File: src/rtl/dsr_pkg.sv
// Constants and carrier types for the converter status/power/span bank.
// Assumes a front end that turns host serial frames into register requests.
//
// Contract
// - Each implemented error flag stays set until host writes one there.
// - Error flags live at 0x17 and reset to 0x01, reset-done set.
// - Reset-done flag drives alert while set; host clears it after init.
// - Flag bit 6 sets when the reference drops below 2 V.
// - Flag bit 5 sets when a dual-serial stream runs past the map.
// - Flag bit 4 sets when the background checksum finds corruption.
// - Power-down register at 0x18, per channel, resets to zero.
// - Bit 5 sleeps core 1, bit 4 sleeps core 0; one means asleep.
// - Bit 1 sleeps amplifier 1, bit 0 sleeps amplifier 0.
// - Span register 0x19: channel 1 in bits 7:4, channel 0 in 3:0.
// - Span codes 0..4 select 0-2.5, 0-5, 0-10, +-5, -2.5..7.5 V.
// - Load mask at 0x28; clear mask bit lets load pin latch channel.
// - Set mask bit (1 for ch1, 0 for ch0) keeps converter data.
// - Alarm mask register stops matching errors from raising alert; the code gates only bits 6:4, so reset-done alerts even with bit 0 set.
// - Load pin is active low; low pulse moves pending data across.
package dsr_pkg;
    // Register offsets
    localparam logic [7:0] DSR_OFF_ALARM_MASK = 8'h16;
    localparam logic [7:0] DSR_OFF_FLAGS = 8'h17;
    localparam logic [7:0] DSR_OFF_POWER = 8'h18;
    localparam logic [7:0] DSR_OFF_SPAN = 8'h19;
    localparam logic [7:0] DSR_OFF_LOAD_MASK = 8'h28;
    // Error flag layout and reset value
    localparam int DSR_FLAG_RESET_BIT = 0;
    localparam int DSR_FLAG_CRC_BIT = 4;
    localparam int DSR_FLAG_STREAM_BIT = 5;
    localparam int DSR_FLAG_REF_BIT = 6;
    localparam logic [7:0] DSR_FLAGS_RST = 8'h01;
    localparam logic [7:0] DSR_FLAGS_IMPL = 8'h71;
    // Alarm mask layout: bit 0 is stored but left out of the gate, so reset-done is unmasked
    localparam logic [7:0] DSR_ALARM_MASK_IMPL = 8'h7f;
    localparam logic [7:0] DSR_ALARM_MASK_RST = 8'h00;
    localparam logic [7:0] DSR_ALARM_GATED = 8'h70;
    // Power-down layout
    localparam int DSR_AMP0_BIT = 0;
    localparam int DSR_CORE0_BIT = 4;
    localparam logic [7:0] DSR_POWER_IMPL = 8'h33;
    localparam logic [7:0] DSR_POWER_RST = 8'h00;
    // Span layout
    localparam int DSR_SPAN_W = 4;
    localparam int DSR_SPAN0_LSB = 0;
    localparam int DSR_SPAN1_LSB = 4;
    localparam logic [7:0] DSR_SPAN_RST = 8'h00;
    // Span selector codes
    localparam logic [2:0] DSR_SPAN_0_2V5 = 3'h0;
    localparam logic [2:0] DSR_SPAN_0_5V = 3'h1;
    localparam logic [2:0] DSR_SPAN_0_10V = 3'h2;
    localparam logic [2:0] DSR_SPAN_PM5V = 3'h3;
    localparam logic [2:0] DSR_SPAN_N2V5_7V5 = 3'h4;
    // Load mask layout
    localparam logic [7:0] DSR_LOAD_MASK_IMPL = 8'h03;
    localparam logic [7:0] DSR_LOAD_MASK_RST = 8'h00;
    // Data widths
    localparam int DSR_CODE_W = 16;
    localparam int DSR_CHANNELS = 2;

    // Register request from the serial front end
    typedef struct packed {
        logic wr;
        logic rd;
        logic [7:0] addr;
        logic [7:0] wdata;
    } dsr_req_t;

    // Error events from the analog and digital monitors
    typedef struct packed {
        logic ref_low;
        logic stream_over;
        logic crc_bad;
    } dsr_evt_t;
endpackage : dsr_pkg

File: src/rtl/dsr_load_chan.sv
// One channel's converter register, loaded from pending data on a load.
// Assumes the load strobe is a one-cycle pulse from the pin edge detect.
module dsr_load_chan #(
    parameter int W = 16
) (
    // Clock and reset
    input wire logic i_clk,
    input wire logic i_rst_b,
    // Load control
    input wire logic i_load,
    input wire logic i_mask,
    // Data
    input wire logic [W-1:0] i_pend,
    output logic [W-1:0] o_data_q
);
    // Masked channel keeps its code when the load strobe fires
    always_ff @(posedge i_clk)
    begin
        if (!i_rst_b)
            o_data_q <= '0;
        else if (i_load && !i_mask)
            o_data_q <= i_pend;
    end
endmodule : dsr_load_chan

File: src/rtl/dsr_regs.sv
// Status, power-down, span and load-mask register bank of the converter.
// Assumes requests arrive decoded from the serial front end, one per cycle,
// and all inputs are synchronous to i_clk.
module dsr_regs #(
    parameter int CODE_W = dsr_pkg::DSR_CODE_W
) (
    // Clock and reset
    input wire logic i_clk,
    input wire logic i_rst_b,
    // Register access
    input wire dsr_pkg::dsr_req_t i_req,
    output logic [7:0] o_rdata_q,
    output logic o_rvalid_q,
    // Monitor events
    input wire dsr_pkg::dsr_evt_t i_evt,
    // Load pin and channel data
    input wire logic i_load_pin_n,
    input wire logic [CODE_W-1:0] i_pend0,
    input wire logic [CODE_W-1:0] i_pend1,
    output logic [CODE_W-1:0] o_conv0_q,
    output logic [CODE_W-1:0] o_conv1_q,
    // Analog controls
    output logic [1:0] o_core_sleep_q,
    output logic [1:0] o_amp_sleep_q,
    output logic [3:0] o_span0_select_q,
    output logic [3:0] o_span1_select_q,
    // Alert
    output logic o_alert_q
);
    import dsr_pkg::*;

    logic [7:0] flags;
    logic [7:0] flag_set;
    logic [7:0] alarm_mask_q;
    logic [7:0] power_q;
    logic [7:0] span_q;
    logic [7:0] load_mask_q;
    logic [7:0] rdata_d;
    logic alert_d;
    logic load_pin_n_q;
    logic load_fire;
    logic wr_flags;
    logic [CODE_W-1:0] conv0;
    logic [CODE_W-1:0] conv1;

    assign wr_flags = i_req.wr && (i_req.addr == DSR_OFF_FLAGS);

    // Hardware events routed to their flag positions
    always_comb
    begin
        flag_set = '0;
        flag_set[DSR_FLAG_REF_BIT] = i_evt.ref_low;
        flag_set[DSR_FLAG_STREAM_BIT] = i_evt.stream_over;
        flag_set[DSR_FLAG_CRC_BIT] = i_evt.crc_bad;
    end

    // One sticky cell per implemented flag, reserved bits tied low
    for (genvar i = 0; i < 8; i++)
    begin : g_flag
        if (DSR_FLAGS_IMPL[i])
        begin : g_cell
            dsr_sticky #(
                .RST_VAL(DSR_FLAGS_RST[i])
            ) u_flag (
                .i_clk(i_clk),
                .i_rst_b(i_rst_b),
                .i_set(flag_set[i]),
                .i_clr(wr_flags && i_req.wdata[i]),
                .o_flag_q(flags[i])
            );
        end
        else
        begin : g_rsvd
            assign flags[i] = 1'b0;
        end
    end

    // Alarm mask register
    always_ff @(posedge i_clk)
    begin
        if (!i_rst_b)
            alarm_mask_q <= DSR_ALARM_MASK_RST;
        else if (i_req.wr && i_req.addr == DSR_OFF_ALARM_MASK)
            alarm_mask_q <= i_req.wdata & DSR_ALARM_MASK_IMPL;
    end

    // Power-down register, reserved bits dropped
    always_ff @(posedge i_clk)
    begin
        if (!i_rst_b)
            power_q <= DSR_POWER_RST;
        else if (i_req.wr && i_req.addr == DSR_OFF_POWER)
            power_q <= i_req.wdata & DSR_POWER_IMPL;
    end

    // Span register
    always_ff @(posedge i_clk)
    begin
        if (!i_rst_b)
            span_q <= DSR_SPAN_RST;
        else if (i_req.wr && i_req.addr == DSR_OFF_SPAN)
            span_q <= i_req.wdata;
    end

    // Load mask register
    always_ff @(posedge i_clk)
    begin
        if (!i_rst_b)
            load_mask_q <= DSR_LOAD_MASK_RST;
        else if (i_req.wr && i_req.addr == DSR_OFF_LOAD_MASK)
            load_mask_q <= i_req.wdata & DSR_LOAD_MASK_IMPL;
    end

    // Falling edge of the active-low load pin gives one load strobe
    always_ff @(posedge i_clk)
    begin
        if (!i_rst_b)
            load_pin_n_q <= 1'b1;
        else
            load_pin_n_q <= i_load_pin_n;
    end
    assign load_fire = load_pin_n_q && !i_load_pin_n;

    // Converter registers for both channels
    dsr_load_chan #(
        .W(CODE_W)
    ) u_chan0 (
        .i_clk(i_clk),
        .i_rst_b(i_rst_b),
        .i_load(load_fire),
        .i_mask(load_mask_q[0]),
        .i_pend(i_pend0),
        .o_data_q(conv0)
    );

    dsr_load_chan #(
        .W(CODE_W)
    ) u_chan1 (
        .i_clk(i_clk),
        .i_rst_b(i_rst_b),
        .i_load(load_fire),
        .i_mask(load_mask_q[1]),
        .i_pend(i_pend1),
        .o_data_q(conv1)
    );

    // Analog controls come straight from register flops
    assign o_conv0_q = conv0;
    assign o_conv1_q = conv1;
    assign o_core_sleep_q = power_q[DSR_CORE0_BIT +: 2];
    assign o_amp_sleep_q = power_q[DSR_AMP0_BIT +: 2];
    assign o_span0_select_q = span_q[DSR_SPAN0_LSB +: DSR_SPAN_W];
    assign o_span1_select_q = span_q[DSR_SPAN1_LSB +: DSR_SPAN_W];

    // Alert: any flag set and not masked; reset-done cannot be masked
    assign alert_d =
        |(flags & ~(alarm_mask_q & DSR_ALARM_GATED));

    always_ff @(posedge i_clk)
    begin
        if (!i_rst_b)
            o_alert_q <= 1'b0;
        else
            o_alert_q <= alert_d;
    end

    // Read mux, unmapped offsets read zero
    always_comb
    begin
        case (i_req.addr)
            DSR_OFF_ALARM_MASK: rdata_d = alarm_mask_q;
            DSR_OFF_FLAGS: rdata_d = flags;
            DSR_OFF_POWER: rdata_d = power_q;
            DSR_OFF_SPAN: rdata_d = span_q;
            DSR_OFF_LOAD_MASK: rdata_d = load_mask_q;
            default: rdata_d = 8'h00;
        endcase
    end

    // Read data held until the next read, valid for one cycle
    always_ff @(posedge i_clk)
    begin
        if (!i_rst_b)
        begin
            o_rdata_q <= 8'h00;
            o_rvalid_q <= 1'b0;
        end
        else
        begin
            o_rvalid_q <= i_req.rd;
            if (i_req.rd)
                o_rdata_q <= rdata_d;
        end
    end
endmodule : dsr_regs

File: src/rtl/dsr_sticky.sv
// One sticky error flag, set by hardware, cleared by a write of one.
// Assumes set and clear are synchronous single-clock signals.
module dsr_sticky #(
    parameter logic RST_VAL = 1'b0
) (
    // Clock and reset
    input wire logic i_clk,
    input wire logic i_rst_b,
    // Set and clear
    input wire logic i_set,
    input wire logic i_clr,
    // Flag
    output logic o_flag_q
);
    // Set wins over a clear in the same cycle so no event is lost
    always_ff @(posedge i_clk)
    begin
        if (!i_rst_b)
            o_flag_q <= RST_VAL;
        else if (i_set)
            o_flag_q <= 1'b1;
        else if (i_clr)
            o_flag_q <= 1'b0;
    end
endmodule : dsr_sticky

File: config.mk
export PLATFORM = sky130hd
export DESIGN_NAME = dsr_regs
export DESIGN_NICKNAME = d
export VERILOG_FILES = /design/src/rtl/dsr_pkg.sv /design/src/rtl/dsr_load_chan.sv /design/src/rtl/dsr_regs.sv /design/src/rtl/dsr_sticky.sv
export SDC_FILE = /design/constraint.sdc
export NUM_CORES = 1
export LEC_CHECK = 0
export BUFFER_PORTS_ARGS = -buffer_cell sky130_fd_sc_hd__buf_2
export CAP_MARGIN = 20
export CORE_MARGIN = 10
export CORE_UTILIZATION = 38
export CTS_CLUSTER_SIZE = 10
export DETAILED_ROUTE_END_ITERATION = 16
export GPL_TIMING_DRIVEN = 0
export PLACE_DENSITY = 0.75
export RECOVER_POWER = 50
export SLEW_MARGIN = 20
export SYNTH_ARGS = -nofsm -noshare
export SYNTH_HDL_FRONTEND = slang
export SYNTH_SLANG_ARGS = --single-unit
File: constraint.sdc
create_clock -name i_clk -period 3.3 [get_ports i_clk]
set_input_delay 0.495 -clock i_clk [delete_from_list [all_inputs] [get_ports i_clk]]
set_output_delay 0.495 -clock i_clk [all_outputs]
set_load 0.05 [all_outputs]
==> impl_results.md, run 1 <==
- Max Cap Viol: 0
- Total gr overflow: 0
- Synthesized flop and latch total: 68
- CP Data Required Time: 3.58 ns
- EDFF count, synth: 0
- Setup WS pre-CTS: 1.11 ns
- Antenna Nets Post-Route: 0
- Port bufs: about 110
- Sequential share of power: 50.8%
- Worst-Skew Late Latency: around 0.34 ns
- Vias in the first global route: 2478
- Pwr Density: between 400 and 500 nW/um^2
- Clk pin slew, worst setup/hold paths: 0.07 ns
- Slew @ Worst Pin: 0.664 ns
- Post-route minimum period: 1.79 ns
- Register area share after synthesis: 51.4%
- Yosys warns: 0
- Die ar.: 10700 um^2
- Clk sink count: 68
- Period utilisation layout: 54.3%
- Count of pins over their slew limit: 0
- Fin. Hold Viols: 0
- Sequence of cells on the critical path: clkbuf_1 > clkinv_1 > clkbuf_1 > clkbuf_1 > nor2_1
- Tot Pwr: about 1.7 mW
- Hold Crit Class: in2reg
- Endpoints failing setup: 0
- Vias: 2557
- Max incr delay on CP: 0.38 ns
- Floorplan die height: 103 um
- Clk buf depth: 2
- P_leak: between 1 and 1.5 nW
- Hold Buf Count CTS: 0
- Util after Layout: 50.2%
- Asr flop ratio synth: 0%
- Syn Area/Cell: 8.71 um^2
- First-pass GRT wire length: 11.8 mm
- Final nets: approximately 480
- Switching Share: 29.1%
- Setup TNS: 0 ns
- Setup slack after layout: 1.51 ns
- DRT iter0 DRCs: 101
- Crit-path most repeated cell: clkbuf_1
- Cell internal pwr: 1.20 mW
- Via density per instance: roughly 4.9
- Worst reg2reg setup slack: roughly 1.8 ns
- Ant. Diodes: 0
- TritonCTS Buffers: 9
- Worst hold slack: 0.351 ns
- Post-synth top flop: dfxtp_1
- Cts repair resizes: 0
- Maximum achievable frequency: 558 MHz
- CTS Root Cell: clkbuf_8
- Status: complete, no violations
- Mapped Area: 2650 um^2
- RePlAce Congestion: 0.820
- Gate Count Post-Synth: 304
- Cell variety after synth: 37
- Part of the power in combinational logic: 13.7%
- WP data arrival: 2.07 ns
- Area after DPL: between 3000 and 4000 um^2
- Post-route cell area: about 3400 um^2
- GRT Total Usage: 14.3%
- Setup Buffers After CTS: 0
- RSZ-0062 raised after global routing: no
- Synthesis-to-layout area growth: 28.7%
- Final HPWL DP: 6.06 mm
- Layout Skew: 0.00940 ns
- Initial core utilization: 39.0%
- Critical path type: in2reg
- Antenna violations before repair: 0
- Detailed Route WL: 7.89 mm
- FP Rows: 30
- Drt first pass iters: 4
- Slowest CP cell: clkbuf_1
- Worst Setup End Kind: register
- Placed Cells: 508
- CP Launch Type: input pin
- Switching power: 0.493 mW
- I/O pins: 110
- Max IR drop VDD: ~0.23 mV
- Rel. slew slack: 55.9%
- Share of layout cells above drive strength 1: 18.5%
- Per-cell routed wire length: around 15 um
- Max H-tree Level: 3
- Largest net degree at the start of global routing: 12
- Syn nets: 360
- Clock share of power: between 30% and 40%
- DRC: 0
- CTS tree: built
- CP max FO: 10
- Core Box Area: 6790 um^2
- Non-Filler Instances: 524
- Die width: 103 um
kinds of logic after synthesis:
group	after synthesis	synth area share [%]
simple gates	127	22.4
flops	68	51.4
compound gates	62	13.8
buf+inv	24	3.50
mux	23	8.79
cell usage after synthesis (2+ instances only):
master / n / share of area, %
a22oi_1: 2 / 0.57
nand4_1: 3 / 0.71
dfxtp_1: 68 / 51
inv_1: 5 / 0.71
nand2b_1: 4 / 0.95
or2_2: 2 / 0.47
a31o_2: 2 / 0.66
clkinv_1: 2 / 0.28
and2_1: 2 / 0.47
nor2b_1: 3 / 0.71
a31oi_1: 4 / 0.95
mux2i_1: 21 / 7.9
a221oi_1: 4 / 1.3
a21oi_1: 37 / 7.0
clkbuf_1: 15 / 2.1
buf_2: 2 / 0.38
nand2_1: 68 / 9.6
mux2_2: 2 / 0.85
nand3_1: 9 / 1.7
nand4_2: 2 / 0.95
o21ai_0: 5 / 0.95
o21a_1: 2 / 0.57
nor2_1: 26 / 3.7
power by group through the flow:
| stage | combinational [mW] | clock, mW | sequential (mW) |
|---|---|---|---|
| floorplan | 0.0713 | 0 | 0.961 |
| global placement | 0.238 | 0 | 0.877 |
| detailed placement | 0.241 | 0 | 0.879 |
| CTS | 0.241 | 0.618 | 0.860 |
| global route | 0.251 | 0.655 | 0.864 |
| finish | 0.232 | 0.600 | 0.861 |
layout make-up:
class                           count  area (um^2)
Buffer                             17         66.3
Clock buffer                       12          145
Clock inverter                      4         25.0
Fill cell                         710         3390
Inverter                            7         26.3
Multi-Input combinational cell    212         1190
Sequential cell                    68         1360
Tap cell                           96          120
Timing Repair Buffer              108          472
path summary, 6_finish.rpt:
path                        from                   to  depth (start not counted)
min reg2reg  u_chan0.o_data_q[3]  u_chan0.o_data_q[3]                          2
max                      i_rst_b      alarm_mask_q[4]                          5
max reg2reg         load_pin_n_q  u_chan0.o_data_q[5]                          6
min                 i_load_pin_n         load_pin_n_q                          2
cells in the final DEF, fill, tap and decap left out, types with 5 or more instances in the layout:
master	count
clkbuf_1	72
nand2_1	68
dfxtp_1	68
buf_2	55
a21oi_1	37
nor2_1	26
mux2i_1	21
clkbuf_8	10
nand3_1	9
inv_1	5
o21ai_0	5
critical path, delay by kind of cell:
kind                   cells  cell delay, ns
buffers and inverters      4            1.40
and+or+nand+nor            1            0.18
flip-flops by register name (all words and copies together) (netlist names), 2 cells and up:
register,flops
alarm_mask_q,7
g_flag.g_cell.u_flag.o_flag_q,4
load_mask_q,2
o_rdata_q,8
power_q,4
span_q,8
u_chan0.o_data_q,16
u_chan1.o_data_q,16
layer usage:
| metal | GRT usage, % | part of all wire [%] | vias up |
|---|---|---|---|
| li1 | - | - | 1279 |
| met1 | 16.7 | 44 | 1183 |
| met2 | 22.8 | 46 | 85 |
| met3 | 5.38 | 9.0 | 10 |
| met4 | 6.31 | 1.1 | 0 |
| met5 | 0 | 0 | - |
No activity file was read; power rests on OpenSTA's default activity.
==> run 2: changes to the inputs <==
- clock period: 3.3 -> 1.7 ns (I/O delays scaled with it)
==> impl_results.md, run 2 (synthesis results as in run 1) <==
- CP Data Required Time: 1.92 ns (-1.66 ns)
- Pwr Density: 963 nW/um^2 (+94%)
- Layout Skew: 0.00832 ns (-0.00108 ns)
- Sequence of cells on the critical path: clkbuf_1 > nor4b_4 > nand4_2 > mux2i_1 > nor2_1
- Worst Setup End Kind: register
- Top delay family on crit path: simple AND/OR/NAND/NOR gates
- Vias in the first global route: 2478 (unchanged)
- Final HPWL DP: 6.06 mm (unchanged)
- Switching power: 0.961 mW (+95%)
- Clk buf depth: 2 (unchanged)
- Fin. Hold Viols: 0 (unchanged)
- Period utilisation layout: roughly 90%
- Worst reg2reg setup slack: 0.23 ns (-1.54 ns)
- FP Rows: 30 (unchanged)
- DRT iter0 DRCs: 93 (-7.9%)
- Critical path type: in2reg
- Clk sink count: 68 (unchanged)
- Worst-Skew Late Latency: 0.34 ns (about the same)
- Part of the power in combinational logic: 13.7% (about the same)
- Antenna Nets Post-Route: 0 (unchanged)
- Die ar.: 10700 um^2 (unchanged)
- Switching Share: 29.2% (+0.062 points)
- Share of layout cells above drive strength 1: 20.3% (+1.9 points)
- Maximum achievable frequency: 659 MHz
- Synthesis-to-layout area growth: 29.1%
- Final nets: 479 (unchanged)
- First-pass GRT wire length: 11.8 mm (unchanged)
- Sequential share of power: 50.8% (about the same)
- FF-to-FF Start: load_pin_n_q
- P_leak: 1.52 nW (+2.2%)
- Met2 Use GR: 22.8% (unchanged)
- Max incr delay on CP: 0.57 ns (+0.19 ns)
- Setup Buffers After CTS: 0 (unchanged)
- Most frequent cells in the layout: nand2_1 (68), dfxtp_1 (68), clkbuf_1 (64)
- Max H-tree Level: 3 (unchanged)
- Hold Path Cell Cnt: 2 (unchanged)
- Per-cell routed wire length: 15.1 um (about the same)
- RePlAce Congestion: 0.820 (unchanged)
- Hold Buf Count CTS: 0 (unchanged)
- Cell internal pwr: 2.33 mW (+94%)
- RSZ-0062 raised after global routing: no
- Rel. slew slack: 56.0% (about the same)
- Drt first pass iters: 5 (+1)
- Ant. Diodes: 0 (unchanged)
- CTS Root Cell: clkbuf_8
- Met3 Resource Use GR: 5.38% (unchanged)
- DRC: 0 (unchanged)
- Endpoints failing setup: 0 (unchanged)
- Worst Hold End: load_pin_n_q
- Core Box Area: 6790 um^2 (unchanged)
- Port bufs: 108 (unchanged)
- Initial core utilization: 39.0% (unchanged)
- Max Cap Viol: 0 (unchanged)
- TritonCTS Buffers: 9 (unchanged)
- Total gr overflow: 0 (unchanged)
- CTS tree: built
- Post-route minimum period: 1.52 ns
- Vias: 2564 (+0.27%)
- Reg2reg path depth: 5 (-1)
- Util after Layout: 50.3% (+0.15 points)
- Status: complete, no violations
- Die width: 103 um (unchanged)
- Hold path start: i_load_pin_n
- Cts repair resizes: 0 (unchanged)
- Count of pins over their slew limit: 0 (unchanged)
- Largest net degree at the start of global routing: 12 (unchanged)
- I/O pins: 110 (unchanged)
- Clk pin slew, worst setup/hold paths: 0.07 ns (about the same)
- Via density per instance: 4.89 (+0.27%)
- CP Launch Type: input pin
- Reg2Reg Capture Point: u_chan0.o_data_q[7]
- Hold Crit Class: in2reg
- CP Buf/Inv Count: 1 (-3)
- Slew @ Worst Pin: 0.663 ns (-0.000708 ns)
- Layer with the highest usage: met2
- Floorplan die height: 103 um (unchanged)
- Top Registers: u_chan0.o_data_q: 16 flops, u_chan1.o_data_q: 16 flops
- GRT Total Usage: 14.3% (unchanged)
- M1 GR Usage: 16.7% (unchanged)
- Clock share of power: 35.5% (about the same)
- WP data arrival: 1.73 ns (-0.34 ns)
- Antenna violations before repair: 0 (unchanged)
- Setup TNS: 0 ns (unchanged)
- Detailed Route WL: 7.89 mm (about the same)
- CP max FO: 8 (-2)
- Slowest CP cell: nor4b_4
- Max IR drop VDD: 0.437 mV (+93%)
==> run 2: cell types whose count changed in the layout (fill, tap and decap cells not counted), sizes merged <==
cell,delta
buf,+6
clkbuf,-6
==> run 2: layout make-up <==
type,instances,area [um^2]
clock buffers,12,145
multi-input cells,212,1190
fillers,708,3380
plain buffers,17,68.8
clock inverters,4,25.0
inverters,7,26.3
flip-flops and latches,68,1360
well taps,96,120
repair buffers,108,479
==> run 2: metal layers <==
| layer | up-vias | wire [um] |
|---|---|---|
| met1 | 1186 | 3470 |
| met3 | 9 | 750 |
| met2 | 89 | 3580 |
| met4 | 0 | 88 |
| li1 | 1280 | - |
| met5 | - | 0 |
==> run 2: metrics by stage <==
step	hold WS (ns)	cell area [um^2]	power [mW]	instances	setup WS (ns)
floorplan	0.356	2650	2.00	304	0.303
global placement	0.438	3310	2.17	508	-0.175
detailed placement	0.444	3310	2.17	508	-0.250
CTS	0.102	3480	3.34	524	0.118
global route	0.101	3420	3.44	524	0.0450
finish	0.109	3420	3.29	524	0.184
==> run 2: worst max-delay path by stage <==
stage,from,endpoint,slack [ns],cells after the start
after floorplan,i_req[13],span_q[0],0.30,4
after global placement,i_rst_b,alarm_mask_q[0],-0.17,5
after detailed placement,i_rst_b,alarm_mask_q[4],-0.25,5
after CTS,i_rst_b,alarm_mask_q[4],0.12,5
after global routing,load_pin_n_q,u_chan1.o_data_q[6],0.04,6
final,i_req[13],span_q[3],0.18,5
==> run 2: power by group through the flow <==
| stage | logic, mW | registers [mW] | clock network, mW |
|---|---|---|---|
| after global placement | 0.463 | 1.70 | 0 |
| after detailed placement | 0.467 | 1.71 | 0 |
| after floorplan | 0.138 | 1.87 | 0 |
| after global routing | 0.488 | 1.68 | 1.27 |
| final | 0.452 | 1.67 | 1.17 |
| after CTS | 0.469 | 1.67 | 1.20 |
==> run 2: worst register-to-register path: cells and delay by family (launching register included) <==
family                 cells  cell delay [ns]
flip-flops                 1             0.31
AO/OA/AOI/OAI              1             0.12
buffers and inverters      1             0.39
AND/OR/NAND/NOR            3             0.58
==> run 3: changes to the inputs <==
- clock period: 1.7 -> 1.55 ns (I/O delays scaled with it)
==> impl_results.md, run 3 (synthesis results as in run 1) <==
- Status: complete, no violations
- Worst reg2reg setup slack: 0.17 ns (-0.06 ns)
- Ant. Diodes: 0 (unchanged)
- Period utilisation layout: 96.0%
- Final HPWL DP: 6.06 mm (unchanged)
- Max H-tree Level: 3 (unchanged)
- FP Rows: 30 (unchanged)
- CTS tree: built
- Reg2reg path depth: 6 (+1)
- CTS Root Cell: clkbuf_8
- First-pass GRT wire length: 11.8 mm (unchanged)
- GRT Total Usage: 14.3% (unchanged)
- Hold Path Cell Cnt: 2 (unchanged)
- WP data arrival: 1.70 ns (-0.03 ns)
- Crit-path most repeated cell: buf_2
- Count of pins over their slew limit: 0 (unchanged)
- Via density per instance: 4.90 (+0.11%)
- Slowest CP cell: nor3b_2
- Total gr overflow: 0 (unchanged)
- CP Data Required Time: 1.76 ns (-0.16 ns)
- Die ar.: 10700 um^2 (unchanged)
- Post-route minimum period: 1.49 ns
- P_leak: 1.58 nW (+3.6%)
- Final nets: 478 (-0.21%)
- Reg2Reg Capture Point: u_chan1.o_data_q[9]
- Max Cap Viol: 0 (unchanged)
- Worst hold slack: 0.0866 ns (-0.0227 ns)
- FF-to-FF Start: load_pin_n_q
- I/O pins: 110 (unchanged)
- CP Launch Type: input pin
- Max incr delay on CP: 0.53 ns (-0.04 ns)
- Most frequent cells in the layout: nand2_1 (68), dfxtp_1 (68), buf_2 (65)
- Filler instances: 691 (-2.4%)
- RePlAce Congestion: 0.820 (unchanged)
- Initial core utilization: 39.0% (unchanged)
- Non-Filler Instances: 523 (-0.19%)
- Port bufs: 108 (unchanged)
- Clk buf depth: 2 (unchanged)
- Vias: 2562 (-0.078%)
- Largest net degree at the start of global routing: 12 (unchanged)
- Die width: 103 um (unchanged)
- Slew @ Worst Pin: 0.655 ns (-0.00842 ns)
- Layout Skew: 0.00865 ns (+0.000331 ns)
- Max IR drop VDD: 0.483 mV (+10%)
- Critical path type: in2reg
- Vias in the first global route: 2478 (unchanged)
- Worst Hold End: load_pin_n_q
- Rel. slew slack: 56.5% (+0.56 points)
- Placed Cells: 508 (unchanged)
- RSZ-0062 raised after global routing: yes
- Synthesis-to-layout area growth: 30.4%
- Drt first pass iters: 6 (+1)
- Pwr Density: 1050 nW/um^2 (+8.7%)
- Endpoints failing setup: 0 (unchanged)
- Clk pin slew, worst setup/hold paths: 0.07 ns (about the same)
- Maximum achievable frequency: 672 MHz
- Clk sink count: 68 (unchanged)
- Antenna violations before repair: 0 (unchanged)
- Share of layout cells above drive strength 1: 25.5% (+5.2 points)
- Core Box Area: 6790 um^2 (unchanged)
- Detailed Route WL: 7.95 mm (+0.68%)
- Antenna Nets Post-Route: 0 (unchanged)
- Per-cell routed wire length: 15.2 um (+0.88%)
- Floorplan die height: 103 um (unchanged)
- TritonCTS Buffers: 9 (unchanged)
- DRC: 0 (unchanged)
- Hold path start: i_load_pin_n
- Sequence of cells on the critical path: buf_2 > nor3b_2 > buf_2 > nand4_1 > mux2i_1 > nor2_1
- Top Registers: u_chan0.o_data_q: 16 flops, u_chan1.o_data_q: 16 flops
- Fin. Hold Viols: 0 (unchanged)
- Hold Crit Class: in2reg
- Worst Setup End Kind: register
- Worst-Skew Late Latency: 0.34 ns (about the same)
- DRT iter0 DRCs: 94 (+1.1%)
- CP max FO: 10 (+2)
## run 3: how the worst max path moves through the flow
stage,startpoint,endpoint,cells past startpoint
6_report,i_req[9],load_mask_q[1],6
2_1_floorplan,i_req[13],span_q[0],4
3_3_place_gp,i_rst_b,alarm_mask_q[0],5
5_1_grt,i_req[13],alarm_mask_q[3],5
3_5_place_dp,i_rst_b,alarm_mask_q[4],5
4_1_cts,load_pin_n_q,u_chan0.o_data_q[5],6
## run 3: layout make-up
type | instances | area, um^2 | share of cell area [%]
buffer | 16 | 66.3 | 1.92
clock buffer | 12 | 145 | 4.20
clock inverter | 4 | 25.0 | 0.725
inverter | 7 | 26.3 | 0.761
multi-input combinational | 212 | 1210 | 35.0
sequential | 68 | 1360 | 39.4
tap | 96 | 120 | 3.48
timing repair buffer | 108 | 502 | 14.5
## run 3: per-stage QoR
step	cell area [um^2]	utilization, %	setup TNS (ns)	power [mW]	worst slack, ns
after floorplan	2650	-	0	2.20	0.176
after global placement	3310	48.7	-6.63	2.38	-0.302
after detailed placement	3310	48.7	-8.28	2.38	-0.377
after CTS	3480	51.2	0	3.66	0.0127
after global routing	3450	50.8	-0.189	3.77	-0.0467
final	3450	50.8	0	3.61	0.0614
## run 3: repair_timing
action                                  CTS  global route
hold buffers                              0             0
endpoints found under the setup margin    1            27
resized for setup                         1             7
setup buffers                             0             0
## run 3: per-layer routing
layer | global-route usage (%) | part of all wire [%] | vias up | wire (um)
met1 | 16.7 | 43 | 1185 | 3430
li1 | - | - | 1272 | -
met3 | 5.38 | 9.8 | 14 | 779
met5 | 0 | 0 | - | 0
met2 | 22.8 | 45 | 91 | 3610
met4 | 6.31 | 1.6 | 0 | 125
## run 3: report_power, final
group / total (mW) / leakage (nW) / internal, mW / switching (mW)
Sequential: 1.83 / 0.555 / 1.80 / 0.0281
Clock: 1.28 / 0.0824 / 0.620 / 0.660
Combinational: 0.502 / 0.942 / 0.135 / 0.367
## run 3: critical path, delay by kind of cell
family,cells,cell delay (ns)
buffers and inverters,2,0.46
multiplexers,1,0.23
AND/OR/NAND/NOR,3,0.79
